===== src/sclkg_regs.vh =====
// Constants of the system clock generator: register layout and timing.
// Assumes inclusion by the generator modules only.
`ifndef SCLKG_REGS_VH
`define SCLKG_REGS_VH
`define SCLKG_PMR_ADDR      8'h3B
`define SCLKG_PMR_RESET     8'h48
`define SCLKG_PMR_MSTOP_BIT 5
`define SCLKG_PMR_DIV_LSB   6
`define SCLKG_DIV_MIDDLE    2'b01
`define SCLKG_DIV_HIGH      2'b00
`define SCLKG_DIV_LOW       2'b10
`define SCLKG_MID_DIV       4'h8
`define SCLKG_HIGH_DIV      4'h2
`define SCLKG_STAB_DIV      5'h10
`define SCLKG_PRE_LOAD      8'hFF
`define SCLKG_T1_LOAD       8'h01
`define SCLKG_AUTO_SHORT    4'h5
`define SCLKG_AUTO_LONG     4'h7
`endif


===== src/sclkg_stab_timer.v =====
// Stop-release stabilisation timer: prescaler 12 and timer 1 chained.
// Assumes a one-cycle count tick from the oscillator divided by sixteen.
`default_nettype none
`include "sclkg_regs.vh"
module sclkg_stab_timer (
    input  wire       ref_clk_i,
    input  wire       rst_n_i,
    input  wire       load_i,
    input  wire       tick_i,
    input  wire       run_i,
    output reg        uflow_o,
    output reg  [7:0] pre_o,
    output reg  [7:0] t1_o
);
    // Prescaler underflow steps timer 1; timer 1 underflow ends the wait
    always @(posedge ref_clk_i or negedge rst_n_i) begin
        if (!rst_n_i) begin
            pre_o   <= `SCLKG_PRE_LOAD;
            t1_o    <= `SCLKG_T1_LOAD;
            uflow_o <= 1'b0;
        end else begin
            uflow_o <= 1'b0;
            if (load_i) begin
                pre_o <= `SCLKG_PRE_LOAD;
                t1_o  <= `SCLKG_T1_LOAD;
            end else if (run_i && tick_i) begin
                pre_o <= pre_o - 8'h01;
                if (pre_o == 8'h00) begin
                    t1_o <= t1_o - 8'h01;
                    if (t1_o == 8'h00)
                        uflow_o <= 1'b1;
                end
            end
        end
    end
endmodule
`default_nettype wire


===== src/sclkg_core.v =====
// System clock generator: speed modes, stop and wait states, I2C auto wake.
// Assumes oscillator and I2C line levels arrive synchronous to ref_clk_i,
// and that the CPU writes the mode register through a plain write port.
//
// Notes on behaviour
// Only main oscillator runs after power-up; sub pins are port pins.
// Middle speed divides main clock by eight, selected after reset.
// High speed runs at half the main oscillator frequency.
// Low speed runs at half the sub oscillator frequency.
// Software keeps both oscillators stable and main above three times sub.
// Main clock stop bit five halts main oscillator during low speed.
// Software waits for main oscillator to settle after restarting it.
// Sub oscillator needs an external resonator, no external clock.
// Stop freezes internal clock high and halts both oscillators.
// Stop entry with select bit zero loads prescaler FF and timer one.
// Select bit one leaves prescaler and timer untouched on stop entry.
// During release prescaler counts selected oscillator divided by sixteen.
// Interrupt restarts oscillator; clock withheld high until timer underflow.
// Reset exit from stop gives no wait; reset held until stable.
// Wait freezes clock high; reset or interrupt resumes it at once.
// Software enables wake interrupts before stop or wait.
// Software clears timer one interrupt enable before stop.
// Low speed with auto bit: SCL or SDA edge switches to middle speed.
// Wait select picks five or seven low-speed cycles before the switch; the code counts five or seven sub oscillator cycles.
// Bits six and seven of the mode register select the speed.
// Mode register sits at 3B and resets to 01001000.
// Sub oscillator pins become oscillator pins when sub enable is set.
`default_nettype none
`include "sclkg_regs.vh"
module sclkg_core (
    input  wire       ref_clk_i,
    input  wire       rst_n_i,
    input  wire       main_osc_in_i,
    input  wire       sub_osc_in_i,
    input  wire       reg_wr_i,
    input  wire [7:0] reg_addr_i,
    input  wire [7:0] reg_wdata_i,
    input  wire       stop_instruction_i,
    input  wire       wait_instruction_i,
    input  wire       ext_irq_i,
    input  wire       irq_i,
    input  wire       stab_sel_i,
    input  wire       sub_en_i,
    input  wire       auto_sw_en_i,
    input  wire       auto_wait_sel_i,
    input  wire       scl_i,
    input  wire       sda_i,
    output reg  [7:0] pmr_o,
    output reg        phi_o,
    output reg        main_osc_en_o,
    output reg        sub_osc_en_o,
    output reg        sub_pins_osc_o,
    output reg        stopped_o,
    output reg        waiting_o,
    output reg  [7:0] pre_o,
    output reg  [7:0] t1_o
);
    localparam [3:0] ST_RUN  = 4'b0001;
    localparam [3:0] ST_STOP = 4'b0010;
    localparam [3:0] ST_STAB = 4'b0100;
    localparam [3:0] ST_WAIT = 4'b1000;

    reg  [3:0] state_r;
    reg  [3:0] state_nxt;
    reg        main_d_r;
    reg        sub_d_r;
    reg        scl_d_r;
    reg        sda_d_r;
    reg  [2:0] div_cnt_r;
    reg  [3:0] stab_cnt_r;
    reg  [3:0] auto_cnt_r;
    reg        auto_busy_r;
    reg        auto_arm_r;
    reg        phi_nxt;
    reg        tick_nxt;
    wire [1:0] div_sel;
    wire       low_speed;
    wire       main_edge;
    wire       sub_edge;
    wire       sub_fall;
    wire       src_edge;
    wire       line_edge;
    wire       stab_load;
    wire       stab_uflow;
    wire [7:0] pre_w;
    wire [7:0] t1_w;

    assign div_sel   = pmr_o[`SCLKG_PMR_DIV_LSB +: 2];
    assign low_speed = (div_sel == `SCLKG_DIV_LOW);
    assign main_edge = main_osc_in_i & ~main_d_r;
    assign sub_edge  = sub_osc_in_i & ~sub_d_r;
    assign sub_fall  = ~sub_osc_in_i & sub_d_r;
    // Release count source follows the speed currently selected in the mode register
    assign src_edge  = low_speed ? sub_edge : main_edge;
    assign line_edge = (scl_i ^ scl_d_r) | (sda_i ^ sda_d_r);
    assign stab_load = (state_r == ST_RUN) && stop_instruction_i && !stab_sel_i;

    // Input edge history
    always @(posedge ref_clk_i or negedge rst_n_i) begin
        if (!rst_n_i) begin
            main_d_r <= 1'b0;
            sub_d_r  <= 1'b0;
            scl_d_r  <= 1'b1;
            sda_d_r  <= 1'b1;
        end else begin
            main_d_r <= main_osc_in_i;
            sub_d_r  <= sub_osc_in_i;
            scl_d_r  <= scl_i;
            sda_d_r  <= sda_i;
        end
    end

    // Low-power state machine
    always @* begin
        state_nxt = state_r;
        case (state_r)
            ST_RUN: begin
                if (stop_instruction_i)
                    state_nxt = ST_STOP;
                else if (wait_instruction_i)
                    state_nxt = ST_WAIT;
            end
            ST_STOP: begin
                if (ext_irq_i)
                    state_nxt = ST_STAB;
            end
            ST_STAB: begin
                if (stab_uflow)
                    state_nxt = ST_RUN;
            end
            ST_WAIT: begin
                if (irq_i || ext_irq_i)
                    state_nxt = ST_RUN;
            end
            default: state_nxt = ST_RUN;
        endcase
    end

    // Reset exit from stop jumps straight to run with no wait
    always @(posedge ref_clk_i or negedge rst_n_i) begin
        if (!rst_n_i)
            state_r <= ST_RUN;
        else
            state_r <= state_nxt;
    end

    // Mode register, plus auto return to middle speed on I2C activity
    always @(posedge ref_clk_i or negedge rst_n_i) begin
        if (!rst_n_i) begin
            pmr_o       <= `SCLKG_PMR_RESET;
            auto_busy_r <= 1'b0;
            auto_cnt_r  <= 4'h0;
            auto_arm_r  <= 1'b0;
        end else begin
            if (reg_wr_i && (reg_addr_i == `SCLKG_PMR_ADDR))
                pmr_o <= reg_wdata_i;
            if (auto_busy_r) begin
                // Counting waits for a falling sub edge, so the wait spans x.5 cycles
                if (sub_fall)
                    auto_arm_r <= 1'b1;
                if (auto_arm_r && sub_edge) begin
                    if (auto_cnt_r == 4'h1) begin
                        auto_busy_r <= 1'b0;
                        pmr_o[`SCLKG_PMR_DIV_LSB +: 2] <= `SCLKG_DIV_MIDDLE;
                    end
                    auto_cnt_r <= auto_cnt_r - 4'h1;
                end
            end else if (auto_sw_en_i && low_speed && line_edge && state_r == ST_RUN) begin
                // Edge lands mid-cycle, hence the half-cycle spread
                auto_busy_r <= 1'b1;
                auto_arm_r  <= 1'b0;
                auto_cnt_r  <= auto_wait_sel_i ? `SCLKG_AUTO_LONG : `SCLKG_AUTO_SHORT;
                pmr_o[`SCLKG_PMR_MSTOP_BIT] <= 1'b0;
            end
        end
    end

    // Divide the selected source; half rates toggle on each source edge
    always @* begin
        phi_nxt  = phi_o;
        tick_nxt = 1'b0;
        if (state_r != ST_RUN) begin
            phi_nxt = 1'b1;
        end else if (div_sel == `SCLKG_DIV_HIGH) begin
            if (main_edge)
                phi_nxt = ~phi_o;
        end else if (low_speed) begin
            if (sub_edge)
                phi_nxt = ~phi_o;
        end else if (main_edge && div_cnt_r[1:0] == 2'b11) begin
            phi_nxt = ~phi_o;
        end
        if (state_r == ST_STAB && src_edge && stab_cnt_r == 4'hF)
            tick_nxt = 1'b1;
    end

    always @(posedge ref_clk_i or negedge rst_n_i) begin
        if (!rst_n_i) begin
            phi_o      <= 1'b1;
            div_cnt_r  <= 3'h0;
            stab_cnt_r <= 4'h0;
        end else begin
            phi_o <= phi_nxt;
            if (main_edge)
                div_cnt_r <= div_cnt_r + 3'h1;
            if (state_r != ST_STAB)
                stab_cnt_r <= 4'h0;
            else if (src_edge)
                stab_cnt_r <= stab_cnt_r + 4'h1;
        end
    end

    // Oscillator enables and status; sub stays off until software asks
    always @(posedge ref_clk_i or negedge rst_n_i) begin
        if (!rst_n_i) begin
            main_osc_en_o  <= 1'b1;
            sub_osc_en_o   <= 1'b0;
            sub_pins_osc_o <= 1'b0;
            stopped_o      <= 1'b0;
            waiting_o      <= 1'b0;
            pre_o          <= `SCLKG_PRE_LOAD;
            t1_o           <= `SCLKG_T1_LOAD;
        end else begin
            main_osc_en_o  <= (state_nxt != ST_STOP) &&
                              !(pmr_o[`SCLKG_PMR_MSTOP_BIT] && low_speed);
            sub_osc_en_o   <= sub_en_i && (state_nxt != ST_STOP);
            sub_pins_osc_o <= sub_en_i;
            stopped_o      <= (state_nxt == ST_STOP) || (state_nxt == ST_STAB);
            waiting_o      <= (state_nxt == ST_WAIT);
            pre_o          <= pre_w;
            t1_o           <= t1_w;
        end
    end

    // Tick is a registered one-cycle pulse from the divide-by-sixteen
    reg tick_r;
    always @(posedge ref_clk_i or negedge rst_n_i) begin
        if (!rst_n_i)
            tick_r <= 1'b0;
        else
            tick_r <= tick_nxt;
    end

    sclkg_stab_timer u_timer (
        .ref_clk_i (ref_clk_i),
        .rst_n_i   (rst_n_i),
        .load_i    (stab_load),
        .tick_i    (tick_r),
        .run_i     (state_r == ST_STAB),
        .uflow_o   (stab_uflow),
        .pre_o     (pre_w),
        .t1_o      (t1_w)
    );
endmodule
`default_nettype wire


===== config.mk =====
export PLATFORM = sky130hd
export DESIGN_NAME = sclkg_core
export DESIGN_NICKNAME = d
export VERILOG_FILES = /design/src/sclkg_stab_timer.v /design/src/sclkg_core.v
export VERILOG_INCLUDE_DIRS = /design/src
export SDC_FILE = /design/constraint.sdc
export NUM_CORES = 1
export LEC_CHECK = 0
export BUFFER_PORTS_ARGS = -buffer_cell sky130_fd_sc_hd__buf_4
export CAP_MARGIN = 5
export CORE_MARGIN = 5
export CORE_UTILIZATION = 40
export DETAILED_ROUTE_END_ITERATION = 10
export GPL_TIMING_DRIVEN = 0
export PLACE_DENSITY = 0.72
export SYNTH_ARGS = -nofsm -noshare
export SYNTH_HDL_FRONTEND = slang
export SYNTH_SLANG_ARGS = --single-unit

===== constraint.sdc =====
create_clock -name ref_clk_i -period 2 [get_ports ref_clk_i]
set_input_delay 0 -clock ref_clk_i [delete_from_list [all_inputs] [get_ports ref_clk_i]]
set_output_delay 0 -clock ref_clk_i [all_outputs]
set_load 0.05 [all_outputs]

# Word level (Yosys, flattened, before mapping)
# Index checks and enable logic that the tools add are counted.
# op_classes
add_sub_neg	5
reduce_logical	30
n_bitwise	10
mux	42
eq_ne	19
# ops
op	count
2-to-1 mux 8 bit	6
2-to-1 mux 4 bit	10
2-to-1 mux 1 bit	21
logical NOT 8 bit	2
case mux 4 bit (4 select lines)	1
subtractor 8 x 1 -> 8 bit, second input constant	2
logical AND 1 bit	14
equality test 4 bit, second input constant	3
equality test 4 x 1 -> 1 bit, second input constant	2
equality test 4 x 2 -> 1 bit, second input constant	2
equality test 4 x 3 -> 1 bit, second input constant	2
equality test 8 x 6 -> 1 bit, second input constant	1
2-to-1 mux 2 bit	4
inequality test 4 x 1 -> 1 bit, second input constant	2
nonzero test 2 bit	4
AND reduction 2 bit	3
adder 4 x 1 -> 4 bit, second input constant	1
equality test 2 bit, second input constant	2
inequality test 2 x 1 -> 1 bit, second input constant	2
inequality test 4 x 2 -> 1 bit, second input constant	1
inequality test 4 x 3 -> 1 bit, second input constant	1
NOT 1 bit	4
nonzero test 4 bit	1
subtractor 4 x 1 -> 4 bit, second input constant	1
other kinds (9)	14
# totals
wordCells	130
register_bits	69
inputBits	31
out_inout_bits	30

# Logic depth before layout (Yosys ltp)
# Gate-level depths: netlist of run 1.
# depth
word_depth	7
ltp_mapped	6
ltp_nobuf	6

# Hierarchy
# A second synthesis of run 1 with hierarchy kept.
# unflattened
cells_unflattened	242
hier_area_um2	2960.3
# by_module_without_submodules
mod	cells_per_inst	area_each_um2	instances
sclkg_core	153	2039.5	1
sclkg_stab_timer	89	920.9	1

# Least setup slack after synthesis of run 1
# Ideal clock, no wire load.
# synth_timing
path_kind	reg2reg
start	register pmr_o[6]
end	register stab_cnt_r[1]
setup_slack_ns	0.275
stages_incl_launch_ff	5
n_path_buf	0
required_time_ns	1.879
t_arrival_ns	1.604
path_cell_list	dfstp_2 > nand2b_1 > mux2i_1 > mux2i_1 > nor2_1
# synth_between
elab_chain_cells	3
# synth_rtl
item	line	rtl
from (decl)	sclkg_core.v:48	output reg [7:0] pmr_o,
from (signal assigned)	sclkg_core.v:150	pmr_o <= `SCLKG_PMR_RESET;
from (signal assigned)	sclkg_core.v:156	pmr_o <= reg_wdata_i;
from (signal, indexed assignment)	sclkg_core.v:164	pmr_o[`SCLKG_PMR_DIV_LSB +: 2] <= `SCLKG_DIV_MIDDLE;
equality test 2 bit (no line)	--	
2-to-1 mux 1 bit	sclkg_core.v:94	assign src_edge = low_speed ? sub_edge : main_edge;
nonzero test 2 bit (no line)	--	
to (signal assigned)	sclkg_core.v:209	stab_cnt_r <= stab_cnt_r + 4'h1;
to (decl)	sclkg_core.v:70	reg [3:0] stab_cnt_r;
# No other way between the ends.
# A chain may end at the register's enable or synchronous reset.

# Final worst setup path of run 1
# layout_timing
start	register state_r[2]
end	register waiting_o
# layout_between
elab_chain_cells	4
elab_cells_between_ends	11
classes_between	eq/ne: 5; mux: 6
# layout_rtl
item	line	rtl
from (decl)	sclkg_core.v:63	reg [3:0] state_r;
from (signal assigned)	sclkg_core.v:144	state_r <= state_nxt;
2-to-1 mux 4 bit	sclkg_core.v:120	else if (wait_instruction_i)
2-to-1 mux 4 bit	sclkg_core.v:118	if (stop_instruction_i)
case mux 4 bit (4 select lines) *	sclkg_core.v:116	case (state_r)
equality test 4 bit *	sclkg_core.v:229	waiting_o <= (state_nxt == ST_WAIT);
to (signal assigned)	sclkg_core.v:229	
to (decl)	sclkg_core.v:54	output reg waiting_o,
# Mark *: on every way between the ends. The rest lies on a longest branch, timed or not.

==> flow_summary.rst, run 1 <==
.. list-table::
   :header-rows: 1

   * - Metric
     - Value
   * - Result of the run
     - finished, final reports clean
   * - Reg2Reg Setup Slack
     - ~0.081 ns
   * - Die Span X
     - 95.6 µm
   * - Net Count, Synth
     - about 280
   * - Worst Path Required
     - between 2 and 2.5 ns
   * - Post-Synthesis Cells
     - 244
   * - Via density
     - approximately 5
   * - Ratio of final minimum period to clock period
     - about 96%
   * - CP max FO
     - 10
   * - Switching power
     - ~0.0012 W
   * - Worst Setup Path Type
     - flop to flop
   * - Slew @ Worst Pin
     - roughly 0.83 ns
   * - TritonCTS clock tree
     - yes
   * - Syn avg cell area
     - roughly 12 µm²
   * - Peak ir drop on the vdd network
     - roughly 0.5 mV
   * - MaxCap Viol Count
     - 0
   * - Portion of synthesized cell area occupied by the leading cell type
     - approximately 37%
   * - Per-cell routed wire length
     - about 13 µm
   * - Count of routing violations after the opening detailed-route iteration
     - between 60 and 70
   * - Layout Nets
     - roughly 380
   * - Remaining max-slew budget at the tightest pin
     - roughly 45%
   * - Largest net degree at the start of global routing
     - 69
   * - Share of power burned in the clock network
     - roughly 34%
   * - Endpoint kind of the worst setup timing path
     - flop
   * - GRT Util Overall
     - between 10% and 20%
   * - Clk pin slew, worst setup/hold paths
     - roughly 0.070 ns
   * - Number of top-level design ports
     - about 60
   * - Launch point of the worst reg-to-reg path
     - state_r[2]$_DFF_PN0_
   * - Core area
     - approximately 7200 µm²
   * - Total Negative Setup Slacks
     - 0 ns
   * - Layout Skew
     - roughly 0.0057 ns
   * - Final estimated routing congestion in global placement
     - between 0.7 and 0.8
   * - Power per standard cell area
     - a little under 1000 nW/µm²
   * - Final Hold Viols
     - 0
   * - Distinct cell type count after synthesis
     - 46
   * - Multi-input gate area
     - around 1100 µm²
   * - Hold Slack
     - 0.0302 ns
   * - Number of iterations in the first detailed-routing pass
     - 4
   * - Beginning of the worst hold path
     - reg_addr_i[2]
   * - Total of flip-flops plus latches after synthesis
     - 68
   * - Overflow left after global routing
     - 0
   * - WL final
     - a little under 6 mm
   * - Die area
     - just over 9000 µm²
   * - Critical path arrival
     - approximately 2.2 ns
   * - Type of origin of the critical path
     - flop
   * - Internal cell power
     - around 0.0027 W
   * - Worst min path class
     - input port to flop
   * - Via count of the first global-routing pass
     - around 2200
   * - Final count of negative-setup-slack endpoints
     - 0
   * - First-pass GRT wire length
     - ~9.7 mm
   * - Static leakage
     - 1.80 nW
   * - Inserted Diodes
     - 0
   * - Buffer depth of the longest clock path
     - 2
   * - Clock H-tree levels
     - 3
   * - Achievable clock frequency
     - around 520 MHz
   * - Fill cell count
     - a little over 600
   * - Initial standard-cell utilization of the core
     - 40.9%
   * - Post-synth design cell area
     - 2930 µm²
   * - Clk root buf
     - sky130_fd_sc_hd__clkbuf_8
   * - Post-synth ARST share
     - 100%
   * - Antenna violations before repair
     - 0
   * - Most common flop cell mapped by yosys
     - sky130_fd_sc_hd__dfrtp_1
   * - Detailed-placement wirelength estimate
     - 3.91 mm
   * - Cts bufs inserted
     - 9
   * - Yosys synthesis warning count
     - 0
   * - Minimum period implied by the final worst setup slack
     - about 1.9 ns
   * - CTS Sinks
     - between 60 and 70
   * - Hold Path End
     - pmr_o[6]$_DFF_PN1_
   * - Switching part of the total
     - 29.7%
   * - Final slew viol count
     - 0
   * - Number of synthesized flops with an enable pin
     - 0
   * - Part of the total power dissipated in sequential elements
     - between 40% and 50%
   * - Area growth from synthesis to layout
     - 36.2%
   * - Detailed-route DRC error count
     - 0
   * - RSZ-0062 raised after global routing
     - false
   * - Worst Hold Path Cells
     - 4
   * - Cell depth of the worst flop-to-flop path
     - 4
   * - Comb power frac
     - between 20% and 30%
   * - Via count
     - 2161
   * - Portion of the post-synthesis area used by sequential elements
     - 59.1%
   * - Clk Latency, worst-skew pair
     - about 0.34 ns
   * - Worst reg2reg path endpoint
     - waiting_o$_DFF_PN0_
   * - Largest area contributor in the synthesized netlist
     - sky130_fd_sc_hd__dfrtp_1
   * - Flip-flop and latch area
     - about 1700 µm²
   * - Largest cells by area after synthesis
     - sky130_fd_sc_hd__dfrtp_1 (37%), sky130_fd_sc_hd__dfstp_2 (22%), sky130_fd_sc_hd__xor2_1 (3.6%)
   * - Final antenna-violating net count
     - 0
   * - Input/output buffers
     - 60
   * - Floorplan row count
     - 31
   * - Die Height
     - roughly 96 µm
   * - Layout cell share with drive strength beyond 1
     - 36.0%
[layer usage]
layer	wire [µm]	GRT usage (%)	vias to the layer above
met1	2560	16.1	1051
met4	98	7.11	0
li1	-	-	1043
met2	2840	22.5	57
met3	358	4.58	10
met5	0	0	-
[how the worst max path moves through the flow]
stage	to	startpoint	slack, ns
final	waiting_o$_DFF_PN0_	state_r[2]$_DFF_PN0_	0.08
after global routing	u_timer.t1_o[5]$_DFFE_PN0P_	state_r[1]$_DFF_PN0_	0.002
after CTS	u_timer.t1_o[5]$_DFFE_PN0P_	state_r[0]$_DFF_PN1_	0.03
after detailed placement	u_timer.t1_o[5]$_DFFE_PN0P_	state_r[0]$_DFF_PN1_	0.07
after global placement	u_timer.t1_o[5]$_DFFE_PN0P_	state_r[0]$_DFF_PN1_	0.09
after floorplan	stab_cnt_r[1]$_DFFE_PN0P_	pmr_o[6]$_DFF_PN1_	0.27
[power groups by stage]
stage	Sequential (W)	Clock, W	Combinational (W)
finish	0.00162	0.00134	0.000931
floorplan	0.00182	0	0.000368
global placement	0.00164	0	0.000792
global route	0.00164	0.00145	0.00100
detailed placement	0.00164	0	0.000814
CTS	0.00162	0.00138	0.000853
[critical path, cell delays in order (launching register included)]
cell                            delay, ns
sky130_fd_sc_hd__dfrtp_1             0.36
sky130_fd_sc_hd__buf_2               0.18
sky130_fd_sc_hd__or4b_4              0.57
sky130_fd_sc_hd__o31ai_1             0.19
sky130_fd_sc_hd__dlygate4sd3_1       0.57
[per-stage QoR]
| stage | utilization (%) | power, W | std cells | setup slack [ns] | instance area, µm² |
|---|---|---|---|---|---|
| after floorplan | - | 0.00219 | 244 | 0.275 | 2930 |
| after global placement | 48.9 | 0.00243 | 403 | 0.0880 | 3510 |
| after detailed placement | 48.9 | 0.00246 | 403 | 0.0656 | 3510 |
| after CTS | 55.0 | 0.00386 | 439 | 0.0303 | 3950 |
| after global routing | 55.6 | 0.00408 | 441 | 0.00249 | 3990 |
| final | 55.6 | 0.00389 | 441 | 0.0806 | 3990 |
[cells by family after synthesis]
family | count (synthesis) | share of synthesized area (%)
AOI/OAI and AO/OA | 31 | 6.44
xor gates and xnor gates | 14 | 4.18
adders and majority gates | 8 | 3.41
buffers and inverters | 16 | 2.26
DFF | 68 | 59.1
muxes | 14 | 5.12
and+or+nand+nor | 93 | 19.5
[synth_stat cells, drive strengths merged, types with 7 or more instances]
library cell / count
mux2: 8
nand3: 7
nor2b: 8
ha: 8
dfrtp: 43
dfstp: 25
inv: 12
nand2: 22
nor2: 16
xor2: 12
a21oi: 8
o21ai: 12
[sequential cells by signal (all words and copies together), names as in the netlist]
register         count
u_timer.uflow_o      1
div_cnt_r            2
auto_cnt_r           4
main_d_r             1
sda_d_r              1
t1_o                 8
pre_o                8
auto_busy_r          1
auto_arm_r           1
state_r              4
u_timer.pre_o        8
tick_r               1
phi_o                1
sub_pins_osc_o       1
pmr_o                8
waiting_o            1
scl_d_r              1
main_osc_en_o        1
sub_osc_en_o         1
stab_cnt_r           4
u_timer.t1_o         8
sub_d_r              1
stopped_o            1
[placed cells by master, fill, tap and decap left out, types with 2 or more instances in the layout]
cell                            instances
sky130_fd_sc_hd__a21oi_1                7
sky130_fd_sc_hd__a22oi_1                2
sky130_fd_sc_hd__buf_2                  2
sky130_fd_sc_hd__buf_4                 61
sky130_fd_sc_hd__bufinv_16              3
sky130_fd_sc_hd__clkbuf_8               9
sky130_fd_sc_hd__dfrtp_1               42
sky130_fd_sc_hd__dfstp_2               25
sky130_fd_sc_hd__dlygate4sd3_1         20
sky130_fd_sc_hd__ha_1                   8
sky130_fd_sc_hd__inv_1                 12
sky130_fd_sc_hd__mux2_2                 8
sky130_fd_sc_hd__mux2i_1                6
sky130_fd_sc_hd__nand2_1               22
sky130_fd_sc_hd__nand3_1                7
sky130_fd_sc_hd__nand3b_1               2
sky130_fd_sc_hd__nand4_1                6
sky130_fd_sc_hd__nor2_1                16
sky130_fd_sc_hd__nor2b_1                8
sky130_fd_sc_hd__nor3_1                 6
sky130_fd_sc_hd__nor4b_1                2
sky130_fd_sc_hd__nor4b_4                2
sky130_fd_sc_hd__o211ai_1               3
sky130_fd_sc_hd__o21ai_0               12
sky130_fd_sc_hd__o31ai_1                3
sky130_fd_sc_hd__or3_1                  6
sky130_fd_sc_hd__xnor2_1                2
sky130_fd_sc_hd__xor2_1                12
[layout make-up]
cell class / count / share of cell area (%)
Sequential cell: 68 / 43.4
Multi-Input combinational cell: 160 / 28.7
Timing Repair Buffer: 82 / 17.0
Clock buffer: 9 / 3.10
Tap cell: 99 / 3.10
Clock inverter: 7 / 2.88
Inverter: 12 / 1.13
Buffer: 4 / 0.627
[repair_timing]
action                                 4_1_cts  5_1_grt
hold buffers                                20        0
endpoints found under the hold margin       67        0
gates resized for setup                      0        4
setup buffers                                0        2
setup endpoints to repair                    0        6
(Power assumes the default switching activity.)
==> run 2, diff against run 1 <==
--- a/config.mk
+++ b/config.mk
@@ -9,10 +9,11 @@
 export BUFFER_PORTS_ARGS = -buffer_cell sky130_fd_sc_hd__buf_4
 export CAP_MARGIN = 5
 export CORE_MARGIN = 5
-export CORE_UTILIZATION = 40
+export CORE_UTILIZATION = 54
 export DETAILED_ROUTE_END_ITERATION = 10
 export GPL_TIMING_DRIVEN = 0
-export PLACE_DENSITY = 0.72
+export PLACE_DENSITY = 0.9
+export SETUP_SLACK_MARGIN = 0.3
 export SYNTH_ARGS = -nofsm -noshare
 export SYNTH_HDL_FRONTEND = slang
 export SYNTH_SLANG_ARGS = --single-unit
==> run 2 against run 1 <==
  * Sequential share of layout area is 0.93 points lower
  * Critical path depth is 1 higher
  * Routed wire length grew 21%
  * Clock-buffer cell count up 3
  * Die area decreased by 23%
  * Core utilization grew 23 points
  * Combinational power up 9.6%
  * Hold slack better by 0.012 ns
  * Final area increased by 2.3%
  * Setup slack improved by 0.092 ns
  * Final cell count shrank 2.7%
  * Maximum frequency is 5.0% higher
  * Critical endpoint is now u_timer.t1_o[6]$_DFFE_PN0P_
  * Highest routed layer unchanged
==> flow_summary.rst, run 2 (same netlist as run 1, synthesis figures left out) <==
.. list-table::
   :header-rows: 1

   * - Metric
     - Value
   * - Result of the run
     - finished, final reports clean
   * - Buffer depth of the longest clock path
     - 2
   * - Clk root buf
     - sky130_fd_sc_hd__clkbuf_8
   * - WL final
     - approximately 7 mm
   * - Die Height
     - roughly 84 µm
   * - Fill cell count
     - between 300 and 400
   * - Endpoint kind of the worst setup timing path
     - flop
   * - Standard cell area after detailed placement
     - 3470 µm²
   * - Peak ir drop on the vdd network
     - 0.679 mV
   * - Final count of negative-setup-slack endpoints
     - 0
   * - Commonest cells after routing, fill and taps aside
     - sky130_fd_sc_hd__buf_4 (81), sky130_fd_sc_hd__dfrtp_1 (41), sky130_fd_sc_hd__dfstp_2 (25), sky130_fd_sc_hd__nand2_1 (22), sky130_fd_sc_hd__dlygate4sd3_1 (18)
   * - TritonCTS clock tree
     - yes
   * - Total design power
     - approximately 0.0037 W
   * - Clk pin slew, worst setup/hold paths
     - around 0.07 ns
   * - Comb power frac
     - ~28%
   * - Input/output buffers
     - 60
   * - Clock H-tree levels
     - 3
   * - Via density
     - between 5 and 6
   * - Flip-flop and latch area
     - 1740 µm²
   * - Critical path arrival
     - 2.10 ns
   * - Area growth from synthesis to layout
     - 39.3%
   * - Floorplan row count
     - 26
   * - Worst Setup Path Type
     - flop to flop
   * - Detailed-route DRC error count
     - 0
   * - Internal cell power
     - about 0.0025 W
   * - Switching power
     - between 0.001 and 0.0015 W
   * - RSZ-0062 raised after global routing
     - true
   * - Hold Slack
     - roughly 0.042 ns
   * - Worst Path Required
     - between 2 and 2.5 ns
   * - Cts bufs inserted
     - 9
   * - Most frequent standard cell in the layout excluding fill and tap cells
     - sky130_fd_sc_hd__buf_4
   * - Layout Skew
     - just over 0.008 ns
   * - Die Span X
     - roughly 84 µm
   * - Layout Nets
     - 393
   * - CTS Sinks
     - 68
   * - Final slew viol count
     - 0
   * - First-pass GRT wire length
     - roughly 11 mm
   * - Initial standard-cell utilization of the core
     - between 50% and 60%
   * - Worst min path class
     - input port to flop
   * - Achievable clock frequency
     - 547 MHz
   * - Type of origin of the critical path
     - flop
   * - Detailed-placement wirelength estimate
     - 4.04 mm
   * - CP max FO
     - 5
   * - Total non-filler cell area in the finished layout
     - slightly above 4000 µm²
   * - Inserted Diodes
     - 0
   * - Final estimated routing congestion in global placement
     - 0.802
   * - Placement-stage worst setup slack
     - about 0.072 ns
   * - Final worst-path setup slack
     - ~0.17 ns
   * - Count of routing violations after the opening detailed-route iteration
     - 90
   * - Die area
     - ~7000 µm²
   * - Layout cell share with drive strength beyond 1
     - 42.6%
   * - Share of power burned in the clock network
     - between 20 and 30%
   * - Number of top-level design ports
     - 61
   * - Remaining max-slew budget at the tightest pin
     - between 40% and 50%
   * - Per-cell routed wire length
     - 16.5 µm
   * - Via count
     - 2314
   * - Overflow left after global routing
     - 0
   * - Power per standard cell area
     - approximately 900 nW/µm²
   * - Multi-input gate area
     - 1210 µm²
   * - Number of iterations in the first detailed-routing pass
     - 5
   * - Switching part of the total
     - roughly 32%
   * - Total Negative Setup Slacks
     - 0 ns
   * - Core area
     - approximately 5200 µm²
   * - MaxCap Viol Count
     - 0
   * - Part of the total power dissipated in sequential elements
     - approximately 44%
   * - Ratio of final minimum period to clock period
     - between 90% and 100%
   * - Largest net degree at the start of global routing
     - 69
   * - Clk Latency, worst-skew pair
     - 0.34 ns
   * - Slew @ Worst Pin
     - 0.818 ns
   * - GRT Util Overall
     - ~20%
   * - Static leakage
     - 1.87 nW
   * - Final antenna-violating net count
     - 0
   * - Final Hold Viols
     - 0
   * - Antenna violations before repair
     - 0
   * - Via count of the first global-routing pass
     - approximately 2500
   * - Minimum period implied by the final worst setup slack
     - 1.83 ns
-- run 2: cell types whose count changed in the layout (fill, tap and decap cells not counted), sizes merged --
cell,delta
clkbuf,+3
dlygate4sd3,-2
buf,+19
bufinv,-3
-- run 2: worst paths after layout --
kind	startpoint	end	slack, ns	cells past startpoint
worst max-delay path	state_r[3]$_DFF_PN0_	u_timer.t1_o[6]$_DFFE_PN0P_	0.17	5
worst min-delay path	reg_addr_i[2]	pmr_o[6]$_DFF_PN1_	0.04	4
worst max register to register	state_r[3]$_DFF_PN0_	u_timer.t1_o[6]$_DFFE_PN0P_	0.17	5
worst min register to register	u_timer.pre_o[2]$_DFFE_PN1P_	pre_o[2]$_DFF_PN1_	0.38	0
max in group asynchronous	rst_n_i	state_r[3]$_DFF_PN0_	1.12	2
min in group asynchronous	rst_n_i	tick_r$_DFF_PN0_	0.30	2
-- run 2: layout make-up --
class	instances	area share, %
flip-flops and latches	68	42.5
plain buffers	4	0.827
inverters	12	1.10
clock inverters	4	0.552
well taps	70	2.15
clock buffers	12	3.83
repair buffers	99	19.4
multi-input cells	160	29.6
-- run 2: worst max-delay path, stage by stage, from the launching register on --
cell and delay [ns]:
sky130_fd_sc_hd__dfrtp_2 0.47, sky130_fd_sc_hd__nor4b_4 0.37, sky130_fd_sc_hd__nand4_1 0.24, sky130_fd_sc_hd__buf_4 0.21, sky130_fd_sc_hd__or3_4 0.36, sky130_fd_sc_hd__a21oi_2 0.11
-- run 2: repair_timing --
action / CTS / global route
hold buffers: 18 / 0
pin swaps: 4 / 6
endpoints found under the setup margin: 21 / 24
buffers inserted: 11 / 10
gates resized for setup: 12 / 10
endpoints found under the hold margin: 62 / 0
-- run 2: metal layers --
layer / up-vias / wire [µm] / track usage (%)
met5: - / 0 / 0
met2: 72 / 3880 / 36.4
met1: 1150 / 2670 / 22.9
li1: 1079 / - / -
met3: 13 / 399 / 4.84
met4: 0 / 130 / 9.65
-- run 2: stage by stage --
| stage | utilization, % | std cells |
|---|---|---|
| 2_1_floorplan | - | 244 |
| 3_3_place_gp | 66.7 | 374 |
| 3_5_place_dp | 66.7 | 374 |
| 4_1_cts | 76.2 | 419 |
| 5_1_grt | 78.4 | 429 |
| 6_report | 78.4 | 429 |
-- run 2: power by group through the flow --
stage / logic, W / clock network [W] / registers [W]
2_1_floorplan: 0.000369 / 0 / 0.00182
3_3_place_gp: 0.000789 / 0 / 0.00164
3_5_place_dp: 0.000809 / 0 / 0.00164
4_1_cts: 0.000940 / 0.00103 / 0.00162
5_1_grt: 0.00109 / 0.00111 / 0.00163
6_report: 0.00102 / 0.00102 / 0.00162
==> run 3, diff against run 2 <==
--- a/config.mk
+++ b/config.mk
@@ -8,7 +8,7 @@
 export LEC_CHECK = 0
 export BUFFER_PORTS_ARGS = -buffer_cell sky130_fd_sc_hd__buf_4
 export CAP_MARGIN = 5
-export CORE_MARGIN = 5
+export CORE_MARGIN = 4
 export CORE_UTILIZATION = 54
 export DETAILED_ROUTE_END_ITERATION = 10
 export GPL_TIMING_DRIVEN = 0
==> constraint.sdc (replaced) <==
create_clock -name ref_clk_i -period 2 [get_ports ref_clk_i]
set_input_delay 0.4 -clock ref_clk_i [delete_from_list [all_inputs] [get_ports ref_clk_i]]
set_output_delay 0.4 -clock ref_clk_i [all_outputs]
set_load 0.05 [all_outputs]
==> run 3 against run 2 <==
  * Hold slack gained 0.11 ns
  * First-iteration DRC count is 39% higher
  * Die area decreased by 4.7%
  * Global-route usage shrank 0.15 points
  * Critical path depth up 1
  * Largest cell class unchanged
  * Highest routed layer unchanged
==> flow_summary.rst, run 3 (same netlist as run 1, synthesis figures left out) <==
.. list-table::
   :header-rows: 1

   * - Metric
     - Value
   * - Switching part of the total
     - between 30% and 40%
   * - Total Negative Setup Slacks
     - 0 ns
   * - Via count
     - 2214
   * - Share of power burned in the clock network
     - 27.1%
   * - Final antenna-violating net count
     - 0
   * - Static leakage
     - about 1.8 nW
   * - Multi-input gate area
     - ~1200 µm²
   * - Type of origin of the critical path
     - flop
   * - Slew @ Worst Pin
     - 0.795 ns
   * - Fill cell count
     - 320
   * - Flip-flop and latch area
     - between 1500 and 2000 µm²
   * - Internal cell power
     - 0.00254 W
   * - Achievable clock frequency
     - approximately 550 MHz
   * - Inserted Diodes
     - 0
   * - First-pass GRT wire length
     - around 10 mm
   * - Total non-filler cell area in the finished layout
     - slightly below 4000 µm²
   * - Core area
     - roughly 5200 µm²
   * - Antenna violations before repair
     - 0
   * - Input/output buffers
     - 60
   * - Final estimated routing congestion in global placement
     - 0.754
   * - Floorplan row count
     - 26
   * - RSZ-0062 raised after global routing
     - true
   * - Worst Path Required
     - ~2.3 ns
   * - Buffer depth of the longest clock path
     - 2
   * - MaxCap Viol Count
     - 0
   * - Commonest cells after routing, fill and taps aside
     - sky130_fd_sc_hd__buf_4 (79), sky130_fd_sc_hd__dfrtp_1 (41), sky130_fd_sc_hd__dfstp_2 (25), sky130_fd_sc_hd__nand2_1 (22), sky130_fd_sc_hd__nor2_1 (16)
   * - Die area
     - 6670 µm²
   * - Worst min path class
     - input port to async pin
   * - Part of the total power dissipated in sequential elements
     - approximately 43%
   * - GRT Util Overall
     - 20.3%
   * - Layout Nets
     - 378
   * - Result of the run
     - finished, final reports clean
   * - Standard cell area after detailed placement
     - 3470 µm²
   * - Overflow left after global routing
     - 0
   * - CTS Sinks
     - between 60 and 70
   * - Worst Setup Path Type
     - flop to flop
   * - Clock H-tree levels
     - 3
   * - WL final
     - roughly 6.4 mm
   * - Detailed-route DRC error count
     - 0
   * - Hold buffer count at cts
     - 0
   * - Per-cell routed wire length
     - ~15 µm
   * - Power per standard cell area
     - ~940 nW/µm²
   * - Peak ir drop on the vdd network
     - roughly 0.55 mV
   * - Comb power frac
     - 29.6%
   * - Switching power
     - between 0.001 and 0.0015 W
   * - Remaining max-slew budget at the tightest pin
     - 47.0%
   * - CP max FO
     - 4
   * - Most frequent standard cell in the layout excluding fill and tap cells
     - sky130_fd_sc_hd__buf_4
   * - Cts bufs inserted
     - 9
   * - Largest net degree at the start of global routing
     - 69
   * - Final Hold Viols
     - 0
   * - Via count of the first global-routing pass
     - between 2000 and 2500
   * - Via density
     - ~5.3
   * - Layout Skew
     - 0.00583 ns
   * - Detailed-placement wirelength estimate
     - between 3 and 4 mm
   * - Die Height
     - about 82 µm
   * - Die Span X
     - between 80 and 90 µm
   * - Count of routing violations after the opening detailed-route iteration
     - roughly 130
   * - Layout cell share with drive strength beyond 1
     - ~46%
   * - Clk root buf
     - sky130_fd_sc_hd__clkbuf_8
   * - Minimum period implied by the final worst setup slack
     - about 1.8 ns
   * - Critical path arrival
     - about 2.1 ns
   * - Final slew viol count
     - 0
   * - Ratio of final minimum period to clock period
     - ~91%
   * - Initial standard-cell utilization of the core
     - between 50% and 60%
   * - TritonCTS clock tree
     - yes
   * - Final count of negative-setup-slack endpoints
     - 0
   * - Area growth from synthesis to layout
     - 34.5%
   * - Number of iterations in the first detailed-routing pass
     - 4
   * - Number of top-level design ports
     - between 60 and 70
   * - Clk Latency, worst-skew pair
     - around 0.34 ns
   * - Endpoint kind of the worst setup timing path
     - flop
   * - Clk pin slew, worst setup/hold paths
     - roughly 0.070 ns
run 3: cell types whose count changed in the layout (fill, tap and decap cells not counted), moves of 3 or more:
cell                            delta
sky130_fd_sc_hd__dlygate4sd3_1    -18
sky130_fd_sc_hd__buf_6             +5
sky130_fd_sc_hd__o21ai_0           -3
sky130_fd_sc_hd__o21ai_1           +3
run 3: routing by layer:
| metal | share of wire [%] | global-route usage, % |
|---|---|---|
| met4 | 2.2 | 9.97 |
| met1 | 38 | 23.4 |
| met3 | 8.1 | 7.57 |
| met2 | 51 | 33.4 |
| met5 | 0 | 0 |
run 3: worst max-delay path, cell delays in order, from the launching register on:
cell                      delay (ns)
sky130_fd_sc_hd__dfrtp_2        0.44
sky130_fd_sc_hd__nor4b_4        0.33
sky130_fd_sc_hd__buf_4          0.17
sky130_fd_sc_hd__nand4_1        0.18
sky130_fd_sc_hd__buf_4          0.22
sky130_fd_sc_hd__or3_1          0.30
sky130_fd_sc_hd__a21oi_1        0.13
run 3: area by class of cell:
class | count | share of cell area [%]
well taps | 70 | 2.22
repair buffers | 84 | 16.5
inverters | 12 | 1.14
plain buffers | 4 | 0.984
clock buffers | 14 | 4.13
multi-input cells | 160 | 30.8
flip-flops and latches | 68 | 44.0
clock inverters | 2 | 0.254
run 3: path summary, 6_finish.rpt:
kind	from	to	slack, ns	cells after the start
min in group ref_clk_i	sub_en_i	sub_pins_osc_o$_DFF_PN0_	0.17	1
hold reg to reg	u_timer.pre_o[2]$_DFFE_PN1P_	pre_o[2]$_DFF_PN1_	0.38	0
setup reg to reg	state_r[3]$_DFF_PN0_	u_timer.t1_o[6]$_DFFE_PN0P_	0.17	6
hold / removal	rst_n_i	tick_r$_DFF_PN0_	0.16	1
max in group asynchronous	rst_n_i	state_r[3]$_DFF_PN0_	1.29	1
setup / recovery	state_r[3]$_DFF_PN0_	u_timer.t1_o[6]$_DFFE_PN0P_	0.17	6
run 3: per-stage QoR:
step	utilization, %	total power, W	worst slack [ns]	hold slack (ns)	std cells
after floorplan	-	0.00219	0.293	0.104	244
after global placement	67.2	0.00243	0.0655	0.370	374
after detailed placement	67.2	0.00246	0.0490	0.369	374
after CTS	74.1	0.00359	0.199	0.156	408
after global routing	76.2	0.00391	0.0814	0.155	414
final	76.2	0.00372	0.172	0.157	414
run 3: power groups by stage:
| stage | Combinational [W] | Clock [W] | Sequential (W) |
|---|---|---|---|
| 6_report | 0.00110 | 0.00101 | 0.00161 |
| 5_1_grt | 0.00118 | 0.00110 | 0.00163 |
| 4_1_cts | 0.000955 | 0.00103 | 0.00161 |
| 3_5_place_dp | 0.000812 | 0 | 0.00165 |
| 3_3_place_gp | 0.000788 | 0 | 0.00164 |
| 2_1_floorplan | 0.000369 | 0 | 0.00182 |
run 3: what timing repair did:
item	CTS	global route
pin swaps	11	7
buffers inserted	18	6
endpoints found under the setup margin	21	15
resized for setup	14	20
